==> config.mk <==
export PLATFORM = sky130hd
export DESIGN_NAME = adc_host_flat
export DESIGN_NICKNAME = d
export VERILOG_FILES = /design/src/adc_link_pkg.sv /design/src/adc_link_if.sv /design/src/adc_host.sv /design/src/flat_wrapper.sv
export SDC_FILE = /design/constraint.sdc
export NUM_CORES = 1
export LEC_CHECK = 0
export BUFFER_PORTS_ARGS = -buffer_cell sky130_fd_sc_hd__buf_2
export CORE_UTILIZATION = 50
export DETAILED_ROUTE_END_ITERATION = 7
export PLACE_DENSITY_LB_ADDON = 0.12
export SYNTH_ARGS = -nofsm -noshare
export SYNTH_HDL_FRONTEND = slang
export SYNTH_SLANG_ARGS = --single-unit
export TNS_END_PERCENT = 1
==> constraint.sdc <==
create_clock -name clk -period 1.6 [get_ports clk]
set_clock_uncertainty 0.05 [all_clocks]
set_input_delay 0.32 -clock clk [delete_from_list [all_inputs] [get_ports clk]]
set_output_delay 0.32 -clock clk [all_outputs]
set_load 0.01 [all_outputs]
==> src/adc_link_pkg.sv <==
// shared constants for the serial converter link
package adc_link_pkg;
    localparam int WordBits = 16;
    localparam int ChanBits = 4;
    localparam int ResultBits = 10;
    localparam int PadBits = 6;
    localparam int ByteBits = 8;
    localparam int ChanMsb = 15;
    localparam int EocFallEdge = 10;
    localparam int SyncRiseEdge = 11;
    localparam int ConvClocks = 44;
    localparam logic [3:0] ChanLastInput = 4'ha;
    localparam logic [3:0] ChanHalfTest = 4'hb;
    localparam logic [3:0] ChanZeroTest = 4'hc;
    localparam logic [3:0] ChanFullTest = 4'hd;
    localparam logic [9:0] HalfScale = 10'h200;
    localparam logic [9:0] ZeroScale = 10'h000;
    localparam logic [9:0] FullScale = 10'h3ff;
    localparam logic [5:0] ResetConvDiv = 6'h10;
    localparam logic [3:0] SclkHalfDiv = 4'h5;
    localparam logic [5:0] ConvCountW = 6'h2c;
endpackage

==> src/adc_link_if.sv <==
// serial link between host controller and converter
`timescale 1ns/100ps
interface adc_link_if;
    logic serialClk;
    logic hostData;
    logic devData;
    logic selectN;
    logic convClk;
    logic convDoneN;
    modport device (input serialClk, input hostData, input selectN, input convClk,
                    output devData, output convDoneN);
    modport host (output serialClk, output hostData, output selectN, input devData,
                  input convClk, input convDoneN);
endinterface

==> src/adc_host.sv <==
// host end: issues one sixteen-bit frame per accepted request and returns the result
`timescale 1ns/100ps
module adc_host
    import adc_link_pkg::*;
(
    // clock and reset
    input wire logic clk,
    input wire logic srst,
    // link
    adc_link_if.host link,
    // request
    input wire logic reqValid,
    input wire logic [3:0] reqChan,
    input wire logic splitBytes,
    input wire logic useDone,
    // answer
    output logic respValid,
    output logic [15:0] respWord,
    output logic [9:0] respCode,
    output logic reqBusy,
    output logic reqReject
);
    typedef enum logic [1:0] {Idle = 2'b00, Xfer = 2'b01, Pause = 2'b10, Wait = 2'b11} hostState_t;
    hostState_t state_q, state_d;
    logic [1:0] doneSync_q, doneSync_d, dinSync_q, dinSync_d, cclkSync_q, cclkSync_d;
    logic doneLast_q, doneLast_d, cclkLast_q, cclkLast_d;
    logic [3:0] div_q, div_d;
    logic [4:0] bit_q, bit_d;
    logic [15:0] txWord_q, txWord_d, rxWord_q, rxWord_d;
    logic [5:0] cnt_q, cnt_d;
    logic sclk_q, sclk_d, sel_q, sel_d, dout_q, dout_d, useDone_q, useDone_d;
    logic respValid_q, respValid_d, busy_q, busy_d, rej_q, rej_d;
    logic [9:0] code_q, code_d;
    logic tick;

    assign tick = (div_q == SclkHalfDiv - 4'h1);

    always_comb
    begin
        doneSync_d = {doneSync_q[0], link.convDoneN};
        dinSync_d = {dinSync_q[0], link.devData};
        cclkSync_d = {cclkSync_q[0], link.convClk};
        doneLast_d = doneSync_q[1];
        cclkLast_d = cclkSync_q[1];
        state_d = state_q;
        div_d = tick ? 4'h0 : div_q + 4'h1;
        bit_d = bit_q;
        txWord_d = txWord_q;
        rxWord_d = rxWord_q;
        cnt_d = cnt_q;
        sclk_d = sclk_q;
        sel_d = sel_q;
        dout_d = dout_q;
        useDone_d = useDone_q;
        respValid_d = 1'b0;
        busy_d = busy_q;
        rej_d = 1'b0;
        code_d = code_q;
        unique case (state_q)
            Idle:
            begin
                if (reqValid && reqChan > ChanFullTest)
                begin
                    rej_d = 1'b1;
                end
                else if (reqValid)
                begin
                    // channel in top nibble, low bits sent as zero
                    txWord_d = {reqChan, 12'h000};
                    useDone_d = useDone;
                    bit_d = 5'h00;
                    sel_d = 1'b0;
                    busy_d = 1'b1;
                    div_d = 4'h0;
                    dout_d = reqChan[3];
                    state_d = Xfer;
                end
            end
            Xfer:
            begin
                // whole frame clocked quickly, eleventh rise precedes conversion end
                if (tick)
                begin
                    sclk_d = ~sclk_q;
                    if (!sclk_q)
                    begin
                        bit_d = bit_q + 5'h01;
                    end
                    else
                    begin
                        // sampled at the fall: the round trip through both synchronisers outlasts half a period
                        rxWord_d = {rxWord_q[14:0], dinSync_q[1]};
                        txWord_d = {txWord_q[14:0], 1'b0};
                        dout_d = txWord_q[14];
                        if (bit_q == 5'(ByteBits) && splitBytes)
                        begin
                            state_d = Pause;
                            cnt_d = 6'h00;
                        end
                        else if (bit_q == 5'(WordBits))
                        begin
                            cnt_d = 6'h00;
                            state_d = Wait;
                        end
                    end
                end
            end
            Pause:
            begin
                if (tick)
                begin
                    cnt_d = cnt_q + 6'h01;
                    if (cnt_q == ResetConvDiv)
                    begin
                        state_d = Xfer;
                    end
                end
            end
            Wait:
            begin
                if (cnt_q == 6'h00)
                begin
                    // result belongs to the channel sent in the prior frame
                    code_d = rxWord_q[15:6];
                    respValid_d = 1'b1;
                    cnt_d = 6'h01;
                end
                if (useDone_q)
                begin
                    if (doneSync_q[1] && !doneLast_q)
                    begin
                        busy_d = 1'b0;
                        sel_d = 1'b1;
                        state_d = Idle;
                    end
                end
                else if (cclkSync_q[1] && !cclkLast_q)
                begin
                    cnt_d = cnt_q + 6'h01;
                    if (cnt_q == ConvCountW)
                    begin
                        busy_d = 1'b0;
                        sel_d = 1'b1;
                        state_d = Idle;
                    end
                end
            end
        endcase
    end

    always_ff @(posedge clk)
    begin
        if (srst)
        begin
            state_q <= Idle;
            doneSync_q <= 2'h3;
            dinSync_q <= 2'h0;
            cclkSync_q <= 2'h0;
            doneLast_q <= 1'b1;
            cclkLast_q <= 1'b0;
            div_q <= 4'h0;
            bit_q <= 5'h00;
            txWord_q <= 16'h0000;
            rxWord_q <= 16'h0000;
            cnt_q <= 6'h00;
            sclk_q <= 1'b0;
            sel_q <= 1'b1;
            dout_q <= 1'b0;
            useDone_q <= 1'b0;
            respValid_q <= 1'b0;
            busy_q <= 1'b0;
            rej_q <= 1'b0;
            code_q <= 10'h000;
        end
        else
        begin
            state_q <= state_d;
            doneSync_q <= doneSync_d;
            dinSync_q <= dinSync_d;
            cclkSync_q <= cclkSync_d;
            doneLast_q <= doneLast_d;
            cclkLast_q <= cclkLast_d;
            div_q <= div_d;
            bit_q <= bit_d;
            txWord_q <= txWord_d;
            rxWord_q <= rxWord_d;
            cnt_q <= cnt_d;
            sclk_q <= sclk_d;
            sel_q <= sel_d;
            dout_q <= dout_d;
            useDone_q <= useDone_d;
            respValid_q <= respValid_d;
            busy_q <= busy_d;
            rej_q <= rej_d;
            code_q <= code_d;
        end
    end

    assign link.serialClk = sclk_q;
    assign link.selectN = sel_q;
    assign link.hostData = dout_q;
    assign respValid = respValid_q;
    assign respWord = rxWord_q;
    assign respCode = code_q;
    assign reqBusy = busy_q;
    assign reqReject = rej_q;
endmodule

==> src/flat_wrapper.sv <==
// flat-port wrapper written by rule: the top's interface ports become plain ports
module adc_host_flat import adc_link_pkg::*;
  (clk, srst, reqValid, reqChan, splitBytes, useDone, respValid, respWord, respCode, reqBusy, reqReject, link_serialClk, link_hostData, link_selectN, link_devData, link_convClk, link_convDoneN);
  adc_link_if link_i ();
  input wire logic clk;
  input wire logic srst;
  input wire logic reqValid;
  input wire logic [3:0] reqChan;
  input wire logic splitBytes;
  input wire logic useDone;
  output logic respValid;
  output logic [15:0] respWord;
  output logic [9:0] respCode;
  output logic reqBusy;
  output logic reqReject;
  output wire logic [$bits(link_i.serialClk)-1:0] link_serialClk;
  output wire logic [$bits(link_i.hostData)-1:0] link_hostData;
  output wire logic [$bits(link_i.selectN)-1:0] link_selectN;
  input wire logic [$bits(link_i.devData)-1:0] link_devData;
  input wire logic [$bits(link_i.convClk)-1:0] link_convClk;
  input wire logic [$bits(link_i.convDoneN)-1:0] link_convDoneN;
  assign link_serialClk = link_i.serialClk;
  assign link_hostData = link_i.hostData;
  assign link_selectN = link_i.selectN;
  assign link_i.devData = link_devData;
  assign link_i.convClk = link_convClk;
  assign link_i.convDoneN = link_convDoneN;
  adc_host u_core (.clk(clk), .srst(srst), .link(link_i), .reqValid(reqValid), .reqChan(reqChan), .splitBytes(splitBytes), .useDone(useDone), .respValid(respValid), .respWord(respWord), .respCode(respCode), .reqBusy(reqBusy), .reqReject(reqReject));
endmodule
==> flow_summary.ini <==
[routing]
first_pass_iters = 4
drt-total-wl_microns = 6500
viasPerCell = 5.27
antenna_left = 0
drt_iter0_drc = 161
vias = 2504
drc = 0
post_drt_wl_per_cell_microns = 13.7

[setup_path]
path_max_fanout = 4
arrival_ps = 1940
criticalPathCategory = flop to flop
required_ps = 1810
cpLargestDelayFamily = compound AO/OA/AOI/OAI gates
cp_cell_sequence = inv_2, ha_4, nand3b_1, a21oi_4, o2111ai_4, a311o_1, a21oi_2
slowest_delay_ps = 330
worstSetupStartpointType = flop
cpMaxStageDelayCell = a311o_1
critPathCaptureType = flop
worst-path-buf-inv = 1

[yosys]
synthXorXnorAreaFrac_pct = 2.31
ys_top_cells_by_area = dfxtp_1 (46%), nand2_1 (8.2%), a21oi_1 (6.6%), nand3_1 (4.9%), ha_1 (4.7%)
syn_nets = 333
synth_top_area_cell = dfxtp_1
synth_top_family_by_area = simple AND/OR/NAND/NOR gates
syn_inst = 311
yosys.area.top_type_share_pct = 46.0
synth_compound_area_share_pct = 16.1
yosysSeqAreaShare_pct = 46.0
netlist_top_cells_count = dfxtp_1 (61), nand2_1 (58), a21oi_1 (35)
synthMuxAreaShare_pct = 2.26
synth-main-ff-cell = dfxtp_1
synth_seq_cells = 61
synth-edff-count = 0
synth_most_common_cell = dfxtp_1
synth-async-reset-ratio_pct = 0
synthAdderAreaFrac_pct = 4.71
synth_warnings = 0
synth_area_per_cell_sq_um = 8.54
synth_cell_types = 48
synthesis.area_sq_um = 2660
yosys.area_share.simple_pct = 24.1

[floorplanning]
die_w_microns = 74.9
rows = 26
ioPinCount = 44
initial_core_util_pct = 52.0
design.core.area_sq_um = 5110
chipHeight_microns = 74.9
dieArea_sq_um = 5610

[power]
power_density_nw_per_um2 = 1440
p_leak_nw = 1.54
peakVddDrop_mv = 1.03
power.total_mw = 5.37

[cts]
h-tree-depth = 3
clkSinkCount = 61
root_buffer = clkbuf_8
cts_hold_buf = 0
clockBufferDepth = 2
insertion_delay_ps = 340
clk_pin_slew_ps = 70
cts_tree = yes
cts_inserted_buffers = 9

[timing]
period_share_pct = 108
worst_slack_ps = -129
hold_viol_final = 0
period_minus_slack_ps = 1730
slew_headroom_pct = 73.2
max_freq_mhz = 578
fin_tns_setup_ps = -845
rsz0062_at_grt = true
worstMarginPinSlew_ps = 402
setup_viol = 14
report.final.slew_viol_count = 0

[place]
gp_congestion = 0.858
hpwl_microns = 4210
placed_cell_area_sq_um = 3280
port-buffer-count = 43
dp_slack_ps = -175

[global_route]
overflow = 0
grt_usage_pct = 23.8
grt_pass1_wl_microns = 9860
first_global_vias = 2164
grt_max_degree = 40
antenna_found_initial = 0

[layout]
area_growth_pct = 40.1
layout-drive-gt1-share_pct = 39.3
n_antenna_cell = 0
design_area_sq_um = 3720
final_nets = 423
final_core_util_pct = 72.8

[min_path]
hp-class = input pin to flop

[run_status]
status = finished with violations
violations = setup timing

[job]
max_cap_violations = 0
## what timing repair did
action,4_1_cts,5_1_grt
resized for setup,21,24
pin swaps,8,8
setup buffers,3,0
setup endpoints to repair,31,30
cloned,0,1
## metrics by stage
| step | std cells | hold WS [ps] |
|---|---|---|
| detailed placement | 456 | 349 |
| global route | 475 | 114 |
| finish | 475 | 114 |
| CTS | 474 | 99.9 |
| global placement | 456 | 344 |
| floorplan | 311 | 339 |
## cell type report
cell class / count / area (sq um)
multi-input combinational: 220 / 1480
clock buffer: 11 / 151
fill: 404 / 1390
clock inverter: 4 / 95.1
sequential: 61 / 1240
inverter: 15 / 56.3
tap: 70 / 87.6
timing repair buffer: 94 / 614
## cell usage in the layout, fill, tap and decap left out, types with 3 or more instances in the layout
cell type	netlist	routed
nand2_1	58	56
dfxtp_1	61	53
buf_4	1	49
buf_2	3	43
a21oi_1	35	32
nand3_1	26	24
nor2_1	18	16
clkbuf_8	0	11
inv_1	15	9
nor2b_1	8	7
inv_2	0	6
mux2i_1	6	6
dfxtp_2	0	6
o21ai_0	6	5
ha_4	0	5
xor2_1	4	4
ha_1	10	4
and3_1	3	3
a311oi_1	3	3
or2_2	3	3
o21a_1	3	3
a21oi_2	0	3
xnor2_1	3	3
bufinv_16	0	3
## flip-flops by register name, summed over array words and instances (netlist names), 3 cells and up
register / flops
u_core.respWord: 16
u_core.respCode: 10
u_core.cnt_q: 6
u_core.bit_q: 5
u_core.div_q: 4
u_core.txWord_q: 3
## report_power, final
part           total, mW  leakage, nW  switching (mW)  internal (mW)
Clock               1.70        0.125           0.587           1.11
Combinational       1.92        0.919           0.957          0.962
Sequential          1.76        0.499           0.101           1.66
Total               5.37         1.54            1.64           3.73
## routing by layer
layer,track usage [%],routed length [microns],up-vias
met5,0,0,-
met4,10.9,61,0
met3,4.69,264,9
met2,38.0,3220,61
met1,31.0,2950,1186
li1,-,-,1248
## logic make-up after synthesis
logic type,Yosys count
AO/OA/AOI/OAI,63
XOR/XNOR,7
adder cells (fa/ha/maj),10
buffers and inverters,30
flip-flops,61
multiplexers,6
AND/OR/NAND/NOR,134
## worst paths after layout
path	startpoint	end	slack, ps	depth (start not counted)
worst max-delay path	u_core.div_q[1]	u_core.state_q[0]	-130	7
worst min-delay path	link_convDoneN	u_core.doneSync_q[0]	110	2
worst max register to register	u_core.div_q[1]	u_core.state_q[0]	-130	7
worst min register to register	u_core.doneSync_q[0]	u_core.doneSync_q[1]	360	1
(Power assumes the default switching activity.)
